<file path="src/inc/vadj_pkg.sv">
/*
 * vadj_pkg: shared constants and types of the video adjust serial slave.
 * Assumes a single system clock domain; bus pins are synchronised inside vadj_top.
 */
package vadj_pkg;

	// ***************************************************************
	// bus addressing
	// ***************************************************************
	localparam logic [6:0] SLAVE_ADDR      = 7'h44;
	localparam logic       DIR_WRITE       = 1'h0;
	localparam logic [3:0] BITS_PER_BYTE   = 4'h8;

	// ***************************************************************
	// subaddress map
	// ***************************************************************
	localparam logic [7:0] CONTROL_OFS     = 8'h00;
	localparam logic [7:0] BRIGHTNESS_OFS  = 8'h01;
	localparam logic [7:0] CONTRAST_OFS    = 8'h02;
	localparam logic [7:0] GAIN_BASE_OFS   = 8'h04;
	localparam logic [7:0] BLACK_BASE_OFS  = 8'h07;
	localparam logic [7:0] WRAP_LAST_OFS   = 8'h09;
	localparam logic [7:0] WRAP_FIRST_OFS  = 8'h00;
	localparam logic [7:0] TEST_OFS        = 8'h0F;

	// ***************************************************************
	// field layout and reset values
	// ***************************************************************
	localparam int         CHANNELS        = 3;
	localparam int         CODE6_W         = 6;
	localparam int         CODE8_W         = 8;
	localparam int         POLARITY_BIT    = 3;
	localparam int         PEDESTAL_BIT    = 0;
	localparam logic [5:0] CODE6_RESET     = 6'h00;
	localparam logic [7:0] CODE8_RESET     = 8'h00;
	localparam logic       CONTROL_RESET   = 1'h0;
	localparam logic [7:0] SUB_RESET       = 8'h00;
	// fixed internal feedback level used with positive polarity
	localparam logic [7:0] FEEDBACK_FIXED  = 8'h80;

	typedef enum logic [1:0] {
		ST_IDLE,
		ST_RX,
		ST_ACK,
		ST_SKIP
	} vadj_state_t;

	typedef enum logic [1:0] {
		BYTE_ADDR,
		BYTE_SUB,
		BYTE_DATA
	} vadj_byte_t;

endpackage

</file>
<file path="src/inc/vadj_wr_if.sv">
/*
 * vadj_wr_if: register write strobe passed from the serial engine to the bank.
 * Assumes both ends run on the same system clock.
 */
`timescale 1ns/10ps
interface vadj_wr_if;
	logic       wr_stb;
	logic [7:0] wr_addr;
	logic [7:0] wr_data;

	modport src (
		output wr_stb,
		output wr_addr,
		output wr_data
	);
	modport bank (
		input  wr_stb,
		input  wr_addr,
		input  wr_data
	);
endinterface

</file>
<file path="src/logic/vadj_bank.sv">
/*
 * vadj_bank: adjustment register bank written by one-cycle strobes.
 * Assumes strobes come from logic on sys_clk_in; reset is synchronous.
 */
`timescale 1ns/10ps
module vadj_bank (
	input  wire logic                 sys_clk_in,
	input  wire logic                 rst_in,
	vadj_wr_if.bank                   wr,
	output logic [5:0]                brightness_out,
	output logic [5:0]                contrast_out,
	output logic [17:0]               gain_out,
	output logic [23:0]               black_ref_out,
	output logic [23:0]               feedback_ref_out,
	output logic                      feedback_polarity_select_out,
	output logic                      pedestal_blank_enable_out
);

	// ***************************************************************
	// decode
	// ***************************************************************
	wire logic hit_control    = wr.wr_stb && (wr.wr_addr == vadj_pkg::CONTROL_OFS);
	wire logic hit_brightness = wr.wr_stb && (wr.wr_addr == vadj_pkg::BRIGHTNESS_OFS);
	wire logic hit_contrast   = wr.wr_stb && (wr.wr_addr == vadj_pkg::CONTRAST_OFS);

	// ***************************************************************
	// shared registers
	// ***************************************************************
	always_ff @(posedge sys_clk_in) begin
		if (rst_in) begin
			feedback_polarity_select_out <= vadj_pkg::CONTROL_RESET;
			pedestal_blank_enable_out    <= vadj_pkg::CONTROL_RESET;
		end else if (hit_control) begin
			feedback_polarity_select_out <= wr.wr_data[vadj_pkg::POLARITY_BIT];
			pedestal_blank_enable_out    <= wr.wr_data[vadj_pkg::PEDESTAL_BIT];
		end
	end

	always_ff @(posedge sys_clk_in) begin
		if (rst_in) begin
			brightness_out <= vadj_pkg::CODE6_RESET;
			contrast_out   <= vadj_pkg::CODE6_RESET;
		end else begin
			if (hit_brightness)
				brightness_out <= wr.wr_data[5:0];
			if (hit_contrast)
				contrast_out <= wr.wr_data[5:0];
		end
	end

	// ***************************************************************
	// per channel gain, black reference and feedback reference
	// ***************************************************************
	genvar g;
	generate
		for (g = 0; g < vadj_pkg::CHANNELS; g++) begin : g_chan
			wire logic hit_gain  = wr.wr_stb &&
				(wr.wr_addr == vadj_pkg::GAIN_BASE_OFS + 8'(g));
			wire logic hit_black = wr.wr_stb &&
				(wr.wr_addr == vadj_pkg::BLACK_BASE_OFS + 8'(g));
			always_ff @(posedge sys_clk_in) begin
				if (rst_in) begin
					gain_out[6*g +: 6]      <= vadj_pkg::CODE6_RESET;
					black_ref_out[8*g +: 8] <= vadj_pkg::CODE8_RESET;
				end else begin
					if (hit_gain)
						gain_out[6*g +: 6] <= wr.wr_data[5:0];
					if (hit_black)
						black_ref_out[8*g +: 8] <= wr.wr_data;
				end
			end
			// one cycle behind the stored code; pedestal bit is never consulted
			always_ff @(posedge sys_clk_in) begin
				if (rst_in)
					feedback_ref_out[8*g +: 8] <= vadj_pkg::CODE8_RESET;
				else if (feedback_polarity_select_out)
					feedback_ref_out[8*g +: 8] <= vadj_pkg::FEEDBACK_FIXED;
				else
					feedback_ref_out[8*g +: 8] <= black_ref_out[8*g +: 8];
			end
		end
	endgenerate

endmodule

</file>
<file path="src/logic/vadj_top.sv">
/*
 * vadj_top: write-only two-wire serial slave with its adjustment bank
 * for a three channel video output stage.
 * Assumes scl, sda and the blanking pins are asynchronous to sys_clk_in
 * and that the bus clock is several times slower than sys_clk_in.
 * Only write frames exist; nothing is ever read back over the bus.
 */
`timescale 1ns/10ps

// How it works
// - Answers only address 1000100 with write direction.
// - Each data byte at subaddress 00H..09H advances the pointer.
// - Pointer at 09H wraps to 00H after a data byte.
// - Above 0FH: bytes acknowledged, no increment, no state change.
// - Any number of data bytes follow one subaddress, auto-incremented.
// - 01H holds six-bit brightness offset code.
// - 02H holds six-bit contrast code, nominal 26H.
// - 04H..06H hold six-bit channel gain codes, 3FH maximum.
// - 07H..09H hold full eight-bit black references.
// - Polarity 0: feedback reference follows black reference code.
// - Polarity 1: feedback reference held constant.
// - External reference outputs always follow 07H..09H.
// - Feedback references ignore the pedestal enable bit.
// - Pedestal enabled: ultra-black during output blanking.
// - Reset clears control and sets alignment codes to zero.
// - Pedestal enable also blanks during vertical retrace.
module vadj_top (
	input  wire logic        sys_clk_in,
	input  wire logic        rst_in,
	input  wire logic        scl_in,
	input  wire logic        sda_in,
	input  wire logic        out_blank_in,
	input  wire logic        vert_blank_in,
	output logic             sda_out,
	output logic             sda_oe_out,
	output logic [5:0]       brightness_out,
	output logic [5:0]       contrast_out,
	output logic [17:0]      gain_out,
	output logic [23:0]      black_ref_out,
	output logic [23:0]      feedback_ref_out,
	output logic             feedback_polarity_select_out,
	output logic             pedestal_blank_enable_out,
	output logic             ultra_black_out
);

	// ***************************************************************
	// pin synchronisers
	// ***************************************************************
	logic [3:0] pin_meta;
	logic [3:0] pin_sync;
	logic       scl_prev;
	logic       sda_prev;

	// all four pins share one two-stage path, so the wires keep their order
	// blanking pins also start high; ultra black stays off since pedestal resets low
	always_ff @(posedge sys_clk_in) begin
		if (rst_in) begin
			pin_meta <= 4'hF;
			pin_sync <= 4'hF;
		end else begin
			pin_meta <= {vert_blank_in, out_blank_in, sda_in, scl_in};
			pin_sync <= pin_meta;
		end
	end

	// idle bus is high on both wires, so reset to high avoids a false start
	always_ff @(posedge sys_clk_in) begin
		if (rst_in) begin
			scl_prev <= 1'h1;
			sda_prev <= 1'h1;
		end else begin
			scl_prev <= pin_sync[0];
			sda_prev <= pin_sync[1];
		end
	end

	wire logic scl_s       = pin_sync[0];
	wire logic sda_s       = pin_sync[1];
	wire logic blank_s     = pin_sync[2];
	wire logic vblank_s    = pin_sync[3];
	wire logic scl_rise    = scl_s & ~scl_prev;
	wire logic scl_fall    = ~scl_s & scl_prev;
	wire logic start_det   = scl_s & scl_prev & sda_prev & ~sda_s;
	wire logic stop_det    = scl_s & scl_prev & ~sda_prev & sda_s;

	// ***************************************************************
	// byte engine state
	// ***************************************************************
	vadj_pkg::vadj_state_t state;
	vadj_pkg::vadj_state_t next_state;
	vadj_pkg::vadj_byte_t  byte_kind;
	logic [3:0]            bit_cnt;
	logic [7:0]            shift;
	logic [7:0]            sub_ptr;
	logic                  ack_high;

	// a byte ends on its eighth falling clock, while sda may still move
	wire logic byte_done   = (state == vadj_pkg::ST_RX) && (bit_cnt == vadj_pkg::BITS_PER_BYTE) &&
		scl_fall;
	wire logic ack_end     = (state == vadj_pkg::ST_ACK) && ack_high && scl_fall;
	wire logic sample_bit  = (state == vadj_pkg::ST_RX) && scl_rise &&
		(bit_cnt != vadj_pkg::BITS_PER_BYTE);
	wire logic is_addr     = (byte_kind == vadj_pkg::BYTE_ADDR);
	wire logic is_sub      = (byte_kind == vadj_pkg::BYTE_SUB);
	wire logic is_data     = (byte_kind == vadj_pkg::BYTE_DATA);

	wire logic addr_match  = (shift == {vadj_pkg::SLAVE_ADDR, vadj_pkg::DIR_WRITE});
	// only the auto-increment range moves or stores
	// 0AH to 0FH are acknowledged but stored nowhere, and the pointer stays put;
	// the test location is never implemented
	wire logic in_range    = (sub_ptr <= vadj_pkg::WRAP_LAST_OFS);
	wire logic at_last     = (sub_ptr == vadj_pkg::WRAP_LAST_OFS);
	wire logic [7:0] ptr_inc = 8'(sub_ptr + 8'h01);
	wire logic [7:0] next_ptr = at_last ? vadj_pkg::WRAP_FIRST_OFS : ptr_inc;

	// ***************************************************************
	// next state
	// ***************************************************************
	always_comb begin
		next_state = state;
		case (state)
			vadj_pkg::ST_IDLE: begin
				// stray clocks between frames are ignored until a start
				next_state = vadj_pkg::ST_IDLE;
			end
			vadj_pkg::ST_RX: begin
				if (byte_done) begin
					if (is_addr && !addr_match)
						next_state = vadj_pkg::ST_SKIP;
					else
						next_state = vadj_pkg::ST_ACK;
				end
			end
			vadj_pkg::ST_ACK: begin
				// leave on the ninth fall, once its rise has been seen
				if (ack_end)
					next_state = vadj_pkg::ST_RX;
			end
			vadj_pkg::ST_SKIP: begin
				// foreign frame: silent until the next start or stop
				next_state = vadj_pkg::ST_SKIP;
			end
			default: begin
				next_state = vadj_pkg::ST_IDLE;
			end
		endcase
		// a start or stop anywhere overrides the frame in progress
		if (start_det)
			next_state = vadj_pkg::ST_RX;
		else if (stop_det)
			next_state = vadj_pkg::ST_IDLE;
	end

	// reset lands in idle; the first frame needs a fresh start
	always_ff @(posedge sys_clk_in) begin
		if (rst_in)
			state <= vadj_pkg::ST_IDLE;
		else
			state <= next_state;
	end

	// ***************************************************************
	// bit shifter and counter
	// ***************************************************************
	// the counter stops at eight, so the ninth rise is never shifted in
	// sda is taken on the synchronised rise; both wires lag by the same two flops
	always_ff @(posedge sys_clk_in) begin
		if (rst_in) begin
			bit_cnt <= 4'h0;
			shift   <= 8'h00;
		end else if (start_det || ack_end) begin
			bit_cnt <= 4'h0;
		end else if (sample_bit) begin
			bit_cnt <= 4'(bit_cnt + 4'h1);
			shift   <= {shift[6:0], sda_s};
		end
	end

	// which byte of the frame comes next; data repeats until stop
	// a repeated start begins again with the address byte
	always_ff @(posedge sys_clk_in) begin
		if (rst_in || start_det)
			byte_kind <= vadj_pkg::BYTE_ADDR;
		else if (byte_done && is_addr)
			byte_kind <= vadj_pkg::BYTE_SUB;
		else if (byte_done && is_sub)
			byte_kind <= vadj_pkg::BYTE_DATA;
	end

	// remembers that the ninth clock went high before releasing sda
	always_ff @(posedge sys_clk_in) begin
		if (rst_in || state != vadj_pkg::ST_ACK)
			ack_high <= 1'h0;
		else if (scl_rise)
			ack_high <= 1'h1;
	end

	// ***************************************************************
	// subaddress pointer
	// ***************************************************************
	// every subaddress byte reloads the pointer, even one out of range
	always_ff @(posedge sys_clk_in) begin
		if (rst_in)
			sub_ptr <= vadj_pkg::SUB_RESET;
		else if (byte_done && is_sub)
			sub_ptr <= shift;
		else if (byte_done && is_data && in_range)
			sub_ptr <= next_ptr;
	end

	// ***************************************************************
	// write strobe towards the bank
	// ***************************************************************
	// registered one cycle: the old address rides along while the pointer advances
	vadj_wr_if wr_bus ();

	logic       wr_stb;
	logic [7:0] wr_addr;
	logic [7:0] wr_data;

	always_ff @(posedge sys_clk_in) begin
		if (rst_in) begin
			wr_stb  <= 1'h0;
			wr_addr <= 8'h00;
			wr_data <= 8'h00;
		end else begin
			// out of range leaves every register alone
			wr_stb  <= byte_done && is_data && in_range;
			wr_addr <= sub_ptr;
			wr_data <= shift;
		end
	end

	assign wr_bus.wr_stb  = wr_stb;
	assign wr_bus.wr_addr = wr_addr;
	assign wr_bus.wr_data = wr_data;

	// ***************************************************************
	// acknowledge driver
	// ***************************************************************
	// pull sda low from the eighth falling clock until the ninth falls
	// a foreign address leaves sda alone, so another slave may answer
	always_ff @(posedge sys_clk_in) begin
		if (rst_in || start_det || stop_det)
			sda_oe_out <= 1'h0;
		else if (byte_done && !(is_addr && !addr_match))
			sda_oe_out <= 1'h1;
		else if (ack_end)
			sda_oe_out <= 1'h0;
	end

	// open drain: the level driven is always low, only the enable moves
	// kept as a register so that every output leaves a flip-flop
	always_ff @(posedge sys_clk_in) begin
		if (rst_in)
			sda_out <= 1'h0;
		else
			sda_out <= 1'h0;
	end

	// ***************************************************************
	// register bank
	// ***************************************************************
	vadj_bank u_bank (
		.sys_clk_in                   (sys_clk_in),
		.rst_in                       (rst_in),
		.wr                           (wr_bus),
		.brightness_out               (brightness_out),
		.contrast_out                 (contrast_out),
		.gain_out                     (gain_out),
		.black_ref_out                (black_ref_out),
		.feedback_ref_out             (feedback_ref_out),
		.feedback_polarity_select_out (feedback_polarity_select_out),
		.pedestal_blank_enable_out    (pedestal_blank_enable_out)
	);

	// ***************************************************************
	// pedestal blanking
	// ***************************************************************
	// blanking pins are levels; a pulse shorter than one clock may be missed
	wire logic blank_any = blank_s | vblank_s;

	always_ff @(posedge sys_clk_in) begin
		if (rst_in)
			ultra_black_out <= 1'h0;
		else
			ultra_black_out <= pedestal_blank_enable_out & blank_any;
	end

endmodule

</file>
<file path="config.mk">
export PLATFORM = sky130hd
export DESIGN_NAME = vadj_top
export DESIGN_NICKNAME = d
export VERILOG_FILES = /design/src/inc/vadj_pkg.sv /design/src/inc/vadj_wr_if.sv /design/src/logic/vadj_bank.sv /design/src/logic/vadj_top.sv
export SDC_FILE = /design/constraint.sdc
export NUM_CORES = 1
export LEC_CHECK = 0
export BUFFER_PORTS_ARGS = -buffer_cell sky130_fd_sc_hd__buf_2
export CAP_MARGIN = 10
export CORE_MARGIN = 4
export CORE_UTILIZATION = 49
export DETAILED_ROUTE_END_ITERATION = 12
export GPL_ROUTABILITY_DRIVEN = 0
export PLACE_DENSITY_LB_ADDON = 0.1
export SYNTH_ARGS = -nofsm -noshare
export SYNTH_HDL_FRONTEND = slang
export SYNTH_SLANG_ARGS = --single-unit
</file>
<file path="constraint.sdc">
create_clock -name sys_clk_in -period 2 [get_ports sys_clk_in]
set_clock_uncertainty 0.1 [all_clocks]
set_input_delay 0.1 -clock sys_clk_in [delete_from_list [all_inputs] [get_ports sys_clk_in]]
set_output_delay 0.1 -clock sys_clk_in [all_outputs]
set_load 0.005 [all_outputs]
</file>
# [Word level (Yosys, flattened, before mapping)]
# Cells that the tools add are included.
[word_totals] ff_bits=134 elab_cells=128 out_inout_bits=83
[op_classes] n_bitwise=14 n_lt_le_gt_ge=1 n_reduce_logical=40 eq_ne=22 n_mux=16 add_sub_neg=2
[op_table] cell="8-bit two-way mux" n=6
[op_table] cell="8-bit by 3-bit equality test with 1-bit output, second input constant" n=4
[op_table] cell="8-bit by 4-bit equality test with 1-bit output, second input constant" n=3
[op_table] cell="1-bit logical AND" n=21
[op_table] cell="4-bit inequality test, second input constant" n=3
[op_table] cell="8-bit by 1-bit adder with 8-bit output, second input constant" n=1
[op_table] cell="1-bit bitwise AND" n=8
[op_table] cell="8-bit by 1-bit equality test with 1-bit output, second input constant" n=1
[op_table] cell="8-bit by 2-bit equality test with 1-bit output, second input constant" n=1
[op_table] cell="8-bit equality test, second input constant" n=1
[op_table] cell="8-bit by 4-bit <= comparator with 1-bit output, second input constant" n=1
[op_table] cell="8-bit zero test" n=1
[op_table] cell="2-bit one-hot mux with 4 select lines" n=1
[op_table] cell="1-bit two-way mux" n=7
[op_table] cell="2-bit equality test, second input constant" n=3
[op_table] cell="2-bit inequality test, second input constant" n=3
[op_table] cell="2-bit AND reduction" n=3
[op_table] cell="2-bit nonzero test" n=3
[op_table] cell="2-bit OR reduction" n=3
[op_table] cell="1-bit inverter" n=5
[op_table] cell="4-bit by 1-bit adder with 4-bit output, second input constant" n=1
[op_table] cell="2-bit by 1-bit equality test with 1-bit output, second input constant" n=2
[op_table] cell="4-bit equality test, second input constant" n=1
[op_table] cell="2-bit zero test" n=2
[op_table] cell="5 further kinds" n=10

# [Longest topological paths before layout]
# Gate-level depths: netlist of run 1.
[depth] depth_word=8 depth_mapped=8

# [Cells and area by module]
# From an unflattened synthesis of run 1, not the netlist that was laid out.
[hier_totals] cells_unflattened=459 hier_area_um2=5009.8
[modules_own_cells] module="vadj_bank" area_each_um2=2967.8 n_inst=1 seq_area_each_um2=1601.5 cells_each=261
[modules_own_cells] module="vadj_top" area_each_um2=2042.0 n_inst=1 seq_area_each_um2=1081.0 cells_each=198

# [Least setup slack after synthesis of run 1]
# No wires, ideal clock.
[synth_path] kind="register to register" startpoint="register wr_addr[5]" endpoint="register u_bank.black_ref_out[7]" synth_period_minus_slack_ns=1.991 arrival_ns=1.763 setup_time_ns=0.128 path_stages_with_launch=7 setup_slack_ns=0.009 t_required_ns=1.772 n_path_buf=1 cell_sequence="dfxtp_1 or4_4 nor3b_4 and4_1 buf_4 mux2i_1 nor2_1"
[synth_between] elab_chain_len=2
[synth_rtl] item="start, declared" line_no="vadj_top.sv:218" source="logic [7:0] wr_addr;"
[synth_rtl] item="start signal, assigned" line_no="vadj_top.sv:229" source="wr_addr <= sub_ptr;"
[synth_rtl] item="8-bit by 3-bit equality test with 1-bit output" line_no="vadj_bank.sv:60" source="(wr.wr_addr == vadj_pkg::BLACK_BASE_OFS + 8'(g));"
[synth_rtl] item="1-bit logical AND" line_no="vadj_bank.sv:59" source="wire logic hit_black = wr.wr_stb &&"
[synth_rtl] item="end signal, assigned by index" line_no="vadj_bank.sv:64" source="black_ref_out[8*g +: 8] <= vadj_pkg::CODE8_RESET;"
[synth_rtl] item="end signal, assigned by index" line_no="vadj_bank.sv:69" source="black_ref_out[8*g +: 8] <= wr.wr_data;"
[synth_rtl] item="end, declared" line_no="vadj_bank.sv:13" source="output logic [23:0] black_ref_out,"
# No other way between the ends.
# A chain may end at the register's enable or synchronous reset.

# [Worst setup path in the final report of run 1]
[layout_path] startpoint="register wr_addr[5]" endpoint="register u_bank.contrast_out[3]"
[layout_between] elab_chain_len=2
[layout_rtl] item="8-bit by 2-bit equality test with 1-bit output" line_no="vadj_bank.sv:24" source="wire logic hit_contrast = wr.wr_stb && (wr.wr_addr == vadj_pkg::CONTRAST_OFS);"
[layout_rtl] item="1-bit logical AND" line_no="vadj_bank.sv:24"
[layout_rtl] item="end signal, assigned" line_no="vadj_bank.sv:42" source="contrast_out <= vadj_pkg::CODE6_RESET;"
[layout_rtl] item="end signal, assigned" line_no="vadj_bank.sv:47" source="contrast_out <= wr.wr_data[5:0];"
[layout_rtl] item="end, declared" line_no="vadj_bank.sv:11" source="output logic [5:0] contrast_out,"
# No other way between the ends.

==> results of run 1 <==
-- placed cells by master (no fill, tap or decap), drive strengths merged, types with 5 or more instances in the layout --
cell type    netlist  layout
a21oi              8       8
and2              21      21
buf                5     102
clkbuf            15      18
clkinvlp           0       7
dfxtp            134     134
dlygate4sd3        0       5
ha                 5       5
inv                7       9
mux2i             56      56
nand2             24      24
nand3             13      13
nor2              87      87
nor2b             17      17
or2               10      10
xnor2              5       5
-- through the flow --
step                total power, mW  TNS (ns)
finish                         5.69    -0.173
global route                   5.90     -1.53
CTS                            5.76    -0.215
detailed placement             2.82    -0.479
global placement               2.82         0
floorplan                      2.81         0
-- power by group through the flow --
stage / Clock, mW / Combinational (mW) / Sequential (mW)
global route: 3.12 / 0.0902 / 2.69
CTS: 2.99 / 0.0799 / 2.69
detailed placement: 0 / 0.0723 / 2.75
finish: 2.93 / 0.0790 / 2.69
global placement: 0 / 0.0711 / 2.75
floorplan: 0 / 0.0623 / 2.74
-- kinds of logic after synthesis --
family | share of synthesized area [%]
mux | 11.8
fa+ha+maj | 1.29
buf+inv | 4.51
flops | 55.5
xor+xnor | 0.906
other cells | 0.0776
compound gates | 4.84
simple gates | 21.0
-- how the worst max path moves through the flow --
stage,startpoint,to,slack [ns]
after floorplan,wr_addr[5]$_SDFF_PP0_,u_bank.black_ref_out[7]$_SDFFE_PP0P_,0.009
after global placement,wr_addr[5]$_SDFF_PP0_,u_bank.brightness_out[5]$_SDFFE_PP0P_,0.006
after global routing,wr_addr[5]$_SDFF_PP0_,u_bank.black_ref_out[14]$_SDFFE_PP0P_,-0.10
after detailed placement,wr_addr[5]$_SDFF_PP0_,u_bank.contrast_out[3]$_SDFFE_PP0P_,-0.08
final,wr_addr[5]$_SDFF_PP0_,u_bank.contrast_out[3]$_SDFFE_PP0P_,-0.03
after CTS,wr_addr[5]$_SDFF_PP0_,u_bank.contrast_out[3]$_SDFFE_PP0P_,-0.04
-- routing by layer --
| metal | GRT usage (%) | vias to the layer above | wire length (um) |
|---|---|---|---|
| li1 | - | 1754 | - |
| met1 | 20.9 | 1633 | 4220 |
| met2 | 31.0 | 96 | 5130 |
| met3 | 5.58 | 14 | 581 |
| met4 | 8.31 | 0 | 156 |
| met5 | 0 | - | 0 |
-- registers in the layout, indices dropped and copies added, names as in the netlist, 2 cells and up --
signal                   flops
u_bank.black_ref_out        24
u_bank.feedback_ref_out     24
u_bank.gain_out             18
shift                        8
sub_ptr                      8
wr_addr                      8
wr_bus.wr_data               8
u_bank.brightness_out        6
u_bank.contrast_out          6
bit_cnt                      4
pin_meta                     4
pin_sync                     4
byte_kind                    2
state                        2
-- what timing repair did --
action / 4_1_cts / 5_1_grt
pin swaps: 2 / 6
setup endpoints to repair: 27 / 40
endpoints found under the hold margin: 9 / 0
cloned: 0 / 0
gates resized for setup: 5 / 9
hold buffers: 5 / 0
-- cell type report --
class	instances	area (um2)	area share [%]
multi-input combinational	301	1970	32.7
inverter	7	26.3	0.435
timing repair buffer	107	623	10.3
tap	129	161	2.67
sequential	134	2680	44.4
clock inverter	14	153	2.53
clock buffer	18	418	6.92
-- critical path: cells and delay by family (launching register included) --
kind	cells	cell delay [ns]
buffers and inverters	1	0.14
and+or+nand+nor	4	1.15
muxes	1	0.21
DFF	1	0.30
==> summary.txt, run 1 <==
Synthesis
  – Syn_area_per_cell: approximately 10 um2
  – Unique masters post-synth: 49
  – Largest cells by area after synthesis: dfxtp_1, mux2i_1, nor2_1, and2_1, nor2b_1
  – Cell taking the most area after synthesis: dfxtp_1
  – Post-synth net total: approximately 480
  – Ys flop type: dfxtp_1
  – Top-count cell post-synth: dfxtp_1
  – Cell Area, Synth: approximately 4800 um2
  – Synth top area share: a little under three fifths
  – Seq/Total Area, Yosys: a little under three fifths
  – Seq cells post-synth: about 130
  – Post-synth top cells: dfxtp_1, nor2_1, mux2i_1, nand2_1, and2_1
  – Post-synth EDFFs: 0
  – Ys Warns: 0
  – Syn Inst Count: around 470
  – FFs w/ async S/R, synth: 0%

CTS
  – CTS HTree Levels: 4
  – Clk sink count: around 130
  – Clock Tree Buf Depth: 2
  – Total CTS buffers: 17
  – CTS tree: done
  – Setup Buffers After CTS: 0
  – CTS root buf: clkbuf_8
  – Clk_lat worst skew: roughly 0.50 ns
  – Clock-pin transition on the worst setup and hold timing paths: 0.06 ns

Finish
  – Share of cells above drive strength 1: between 20% and 30%
  – # diodes: 0
  – Fill count: around 760
  – Layout Utilization: between 60 and 70%
  – # nets final: about 580
  – Post-Layout Cell Count: just over 700
  – Layout Area Growth over Synthesis: 25.0%
  – Design Area, Final: about 6000 um2

Floorplanning
  – Die width: between 100 and 150 um
  – Rows: 35
  – Die height: 107 um
  – IO Count: 89
  – Core Box Area: 9420 um2
  – Starting Density: between 50% and 60%
  – Die area: 11500 um2

Worst setup path
  – Worst EP required: approximately 2.3 ns
  – Critical-path maximum fanout: 6
  – Arr. time, crit path: around 2.3 ns
  – WS Path Type: reg -> reg
  – Reg2reg setup slack: -0.03 ns
  – CP max stage cell: or4_4
  – R2R cell count: 6
  – CP endpoint kind: flop
  – Cell Chain, Critical Path: or4_4 > or3_4 > nor3_4 > buf_12 > mux2i_2 > nor2_1
  – CP peak stage delay: 0.56 ns
  – R2r endpoint: u_bank.contrast_out[3]$_SDFFE_PP0P_
  – R2R Path Start: wr_addr[5]$_SDFF_PP0_
  – CP Launch Type: flop

Routing
  – Routed wire length: 10100 um
  – Vias per Instance: 4.93
  – DR WL/cell: between 10 and 15 um
  – Starting DRC count in detailed routing: roughly 160
  – DR DRC count: 0
  – Via count: 3497
  – First-pass iteration count of the detailed router: 5
  – Final ANT Viol Nets: 0

Power
  – Leak Pwr: about 2.8 nW
  – Clock Power Share: between 50% and 60%
  – Seq pwr share: about 47%
  – Max IR drop VDD: between 0.7 and 0.8 mV
  – Comb power frac: 1.4%
  – Internal power: between 4 and 5 mW
  – Power Density: around 940 nW/um2
  – Switching share of power: 21.2%
  – P_sw: roughly 1.2 mW

Global routing
  – Initial antenna violation count: 0
  – Number of global-route vias before repair: around 3500
  – First-pass GRT wire length: roughly 16000 um
  – Pin count of the biggest net entering global routing: 41
  – GRT Total Usage: between 10% and 20%
  – GRT overflow: 0

Status
  – Violated checks: negative setup slack
  – Status: finished with violations

Placement
  – Post-DP HPWL: 7050 um
  – Dpl cells: around 670
  – Placed Area: ~5400 um2
  – Setup WS pre-CTS: -0.0784 ns
  – IO buf count: 87

STA
  – Min Hold Slack: 0.212 ns
  – Final Max Slew Viols: 0
  – # setup viols final: 8
  – Worst slew pin tran: approximately 1.0 ns
  – Unrepaired setup endpoints after global routing: true
  – Fmax: 492 MHz
  – Crit share post-route: 102%
  – Minimum clock period: about 2.0 ns
  – Hold Fails Final Rpt: 0
  – Final setup margin: -0.0332 ns
  – Relative slew slack: a little under a third

Job
  – Max-cap viol count: 0

Min path
  – Hold endpoint: pin_meta[2]$_SDFF_PP1_
  – Hold WC Path Type: in -> reg
  – Hold path startpoint: out_blank_in
  – Worst Hold Depth: 3
Power figures use the tool's default switching activity.
==> run 2: changes to the inputs <==
--- a/config.mk
+++ b/config.mk
@@ -7,6 +7,7 @@
 export LEC_CHECK = 0
 export BUFFER_PORTS_ARGS = -buffer_cell sky130_fd_sc_hd__buf_2
 export CAP_MARGIN = 10
+export CORE_ASPECT_RATIO = 0.6
 export CORE_MARGIN = 4
 export CORE_UTILIZATION = 49
 export DETAILED_ROUTE_END_ITERATION = 12
==> summary.txt, run 2 (synthesis gave the netlist of run 1 again) <==
STA
  – Unrepaired setup endpoints after global routing: true
  – Fin Setup TNS: -0.222 ns
  – Final Max Slew Viols: 0
  – Minimum clock period: approximately 2.0 ns
  – Worst slew pin tran: 1.18 ns
  – Min Hold Slack: about 0.03 ns
  – # setup viols final: 8
  – Hold Fails Final Rpt: 0
  – Relative slew slack: between 20% and 30%
  – Crit share post-route: 102%
  – Fmax: 489 MHz
  – Final setup margin: -0.0470 ns

Routing
  – Vias per Instance: 5.02
  – Routed wire length: 11200 um
  – Final ANT Viol Nets: 0
  – First-pass iteration count of the detailed router: 5
  – Starting DRC count in detailed routing: approximately 220
  – DR DRC count: 0
  – Via count: around 3600
  – DR WL/cell: approximately 16 um

Finish
  – Commonest cells after routing, fill and taps aside: dfxtp_1, nor2_1, buf_2, mux2i_1
  – Commonest non-fill, non-tap cell in the layout: dfxtp_1
  – Top flop regs: u_bank.black_ref_out (24), u_bank.feedback_ref_out (24), u_bank.gain_out (18)
  – Layout Utilization: roughly two thirds
  – # nets final: about 580
  – Share of cells above drive strength 1: between 20 and 30%
  – # diodes: 0
  – Design Area, Final: a little over 6000 um2
  – Post-Layout Cell Count: between 700 and 800
  – Layout Area Growth over Synthesis: 26.9%

Power
  – Max IR drop VDD: ~0.70 mV
  – Final Power: 6.08 mW
  – Leak Pwr: between 2 and 3 nW
  – Power Density: 992 nW/um2

CTS
  – Clk_lat worst skew: roughly 0.4 ns
  – Total CTS buffers: 17
  – Clock Tree Buf Depth: 2
  – CTS root buf: clkbuf_16
  – CTS tree: done
  – Clk sink count: 134
  – Clock-pin transition on the worst setup and hold timing paths: around 0.05 ns
  – CTS HTree Levels: 4

Floorplanning
  – Die area: 11600 um2
  – IO Count: 89
  – Starting Density: 51.5%
  – Core Box Area: about 9400 um2
  – Die width: 136 um
  – Die height: around 85 um
  – Rows: 27

Placement
  – Dpl cells: between 600 and 700
  – IO buf count: a little under 90
  – Setup WS pre-CTS: -0.0682 ns
  – Placed Area: between 5000 and 6000 um2
  – Post-DP HPWL: about 7500 um

Global routing
  – GRT overflow: 0
  – GRT Total Usage: ~20%
  – Initial antenna violation count: 0
  – First-pass GRT wire length: around 18000 um
  – Number of global-route vias before repair: between 3000 and 4000
  – Pin count of the biggest net entering global routing: 42

Worst setup path
  – Arr. time, crit path: 2.23 ns
  – Worst EP required: 2.19 ns
  – WS Path Type: reg -> reg
  – Cell Chain, Critical Path: or4_4 > or3_4 > and2b_4 > mux2i_1 > nor2_1
  – Critical-path maximum fanout: 6
  – CP endpoint kind: flop
  – CP peak stage delay: about 0.53 ns
  – CP max stage cell: or4_4
  – CP Launch Type: flop

Status
  – Status: finished with violations
  – Violated checks: negative setup slack

Min path
  – Hold WC Path Type: in -> reg

Job
  – Max-cap viol count: 0
==> run 2: final timing paths <==
path                     startpoint                                    end  slack (ns)  depth (start not counted)
max           wr_addr[5]$_SDFF_PP0_  u_bank.brightness_out[4]$_SDFFE_PP0P_       -0.05                          5
min                          rst_in                  state[0]$_SDFFE_PP0P_        0.03                          2
max reg2reg   wr_addr[5]$_SDFF_PP0_  u_bank.brightness_out[4]$_SDFFE_PP0P_       -0.05                          5
min reg2reg  pin_meta[2]$_SDFF_PP1_                 pin_sync[2]$_SDFF_PP1_        0.31                          1
==> run 2: per-layer routing <==
layer,track usage (%),vias to the layer above,part of all wire [%]
met5,0,-,0
met4,5.58,0,0.93
met3,6.93,10,6.1
met2,28.6,109,42
met1,29.4,1690,51
li1,-,1762,-
==> run 2: power breakdown <==
group          internal, mW  total [mW]  leakage, nW  switching [mW]
combinational        0.0280      0.0810         1.49          0.0530
sequential             2.68        2.69         1.08         0.00732
clock                  2.19        3.31        0.301            1.12
total                  4.90        6.08         2.88            1.18
==> run 2: timing repair <==
action / CTS / global route
pin swaps: 3 / 5
setup buffers: 0 / 0
endpoints found under the setup margin: 31 / 42
hold buffers: 4 / 0
hold endpoints to repair: 4 / 0
resized for setup: 5 / 13
==> run 2: final cells by class <==
type,count,area (um2)
fillers,796,3260
flip-flops and latches,134,2680
multi-input cells,301,1990
repair buffers,109,639
clock buffers,17,425
clock inverters,13,205
well taps,130,163
inverters,7,26.3
==> run 2: critical path: cells and delay by family, from the launching register on <==
kind	cells	cell delay, ns
flip-flops	1	0.29
AND/OR/NAND/NOR	4	1.33
multiplexers	1	0.20
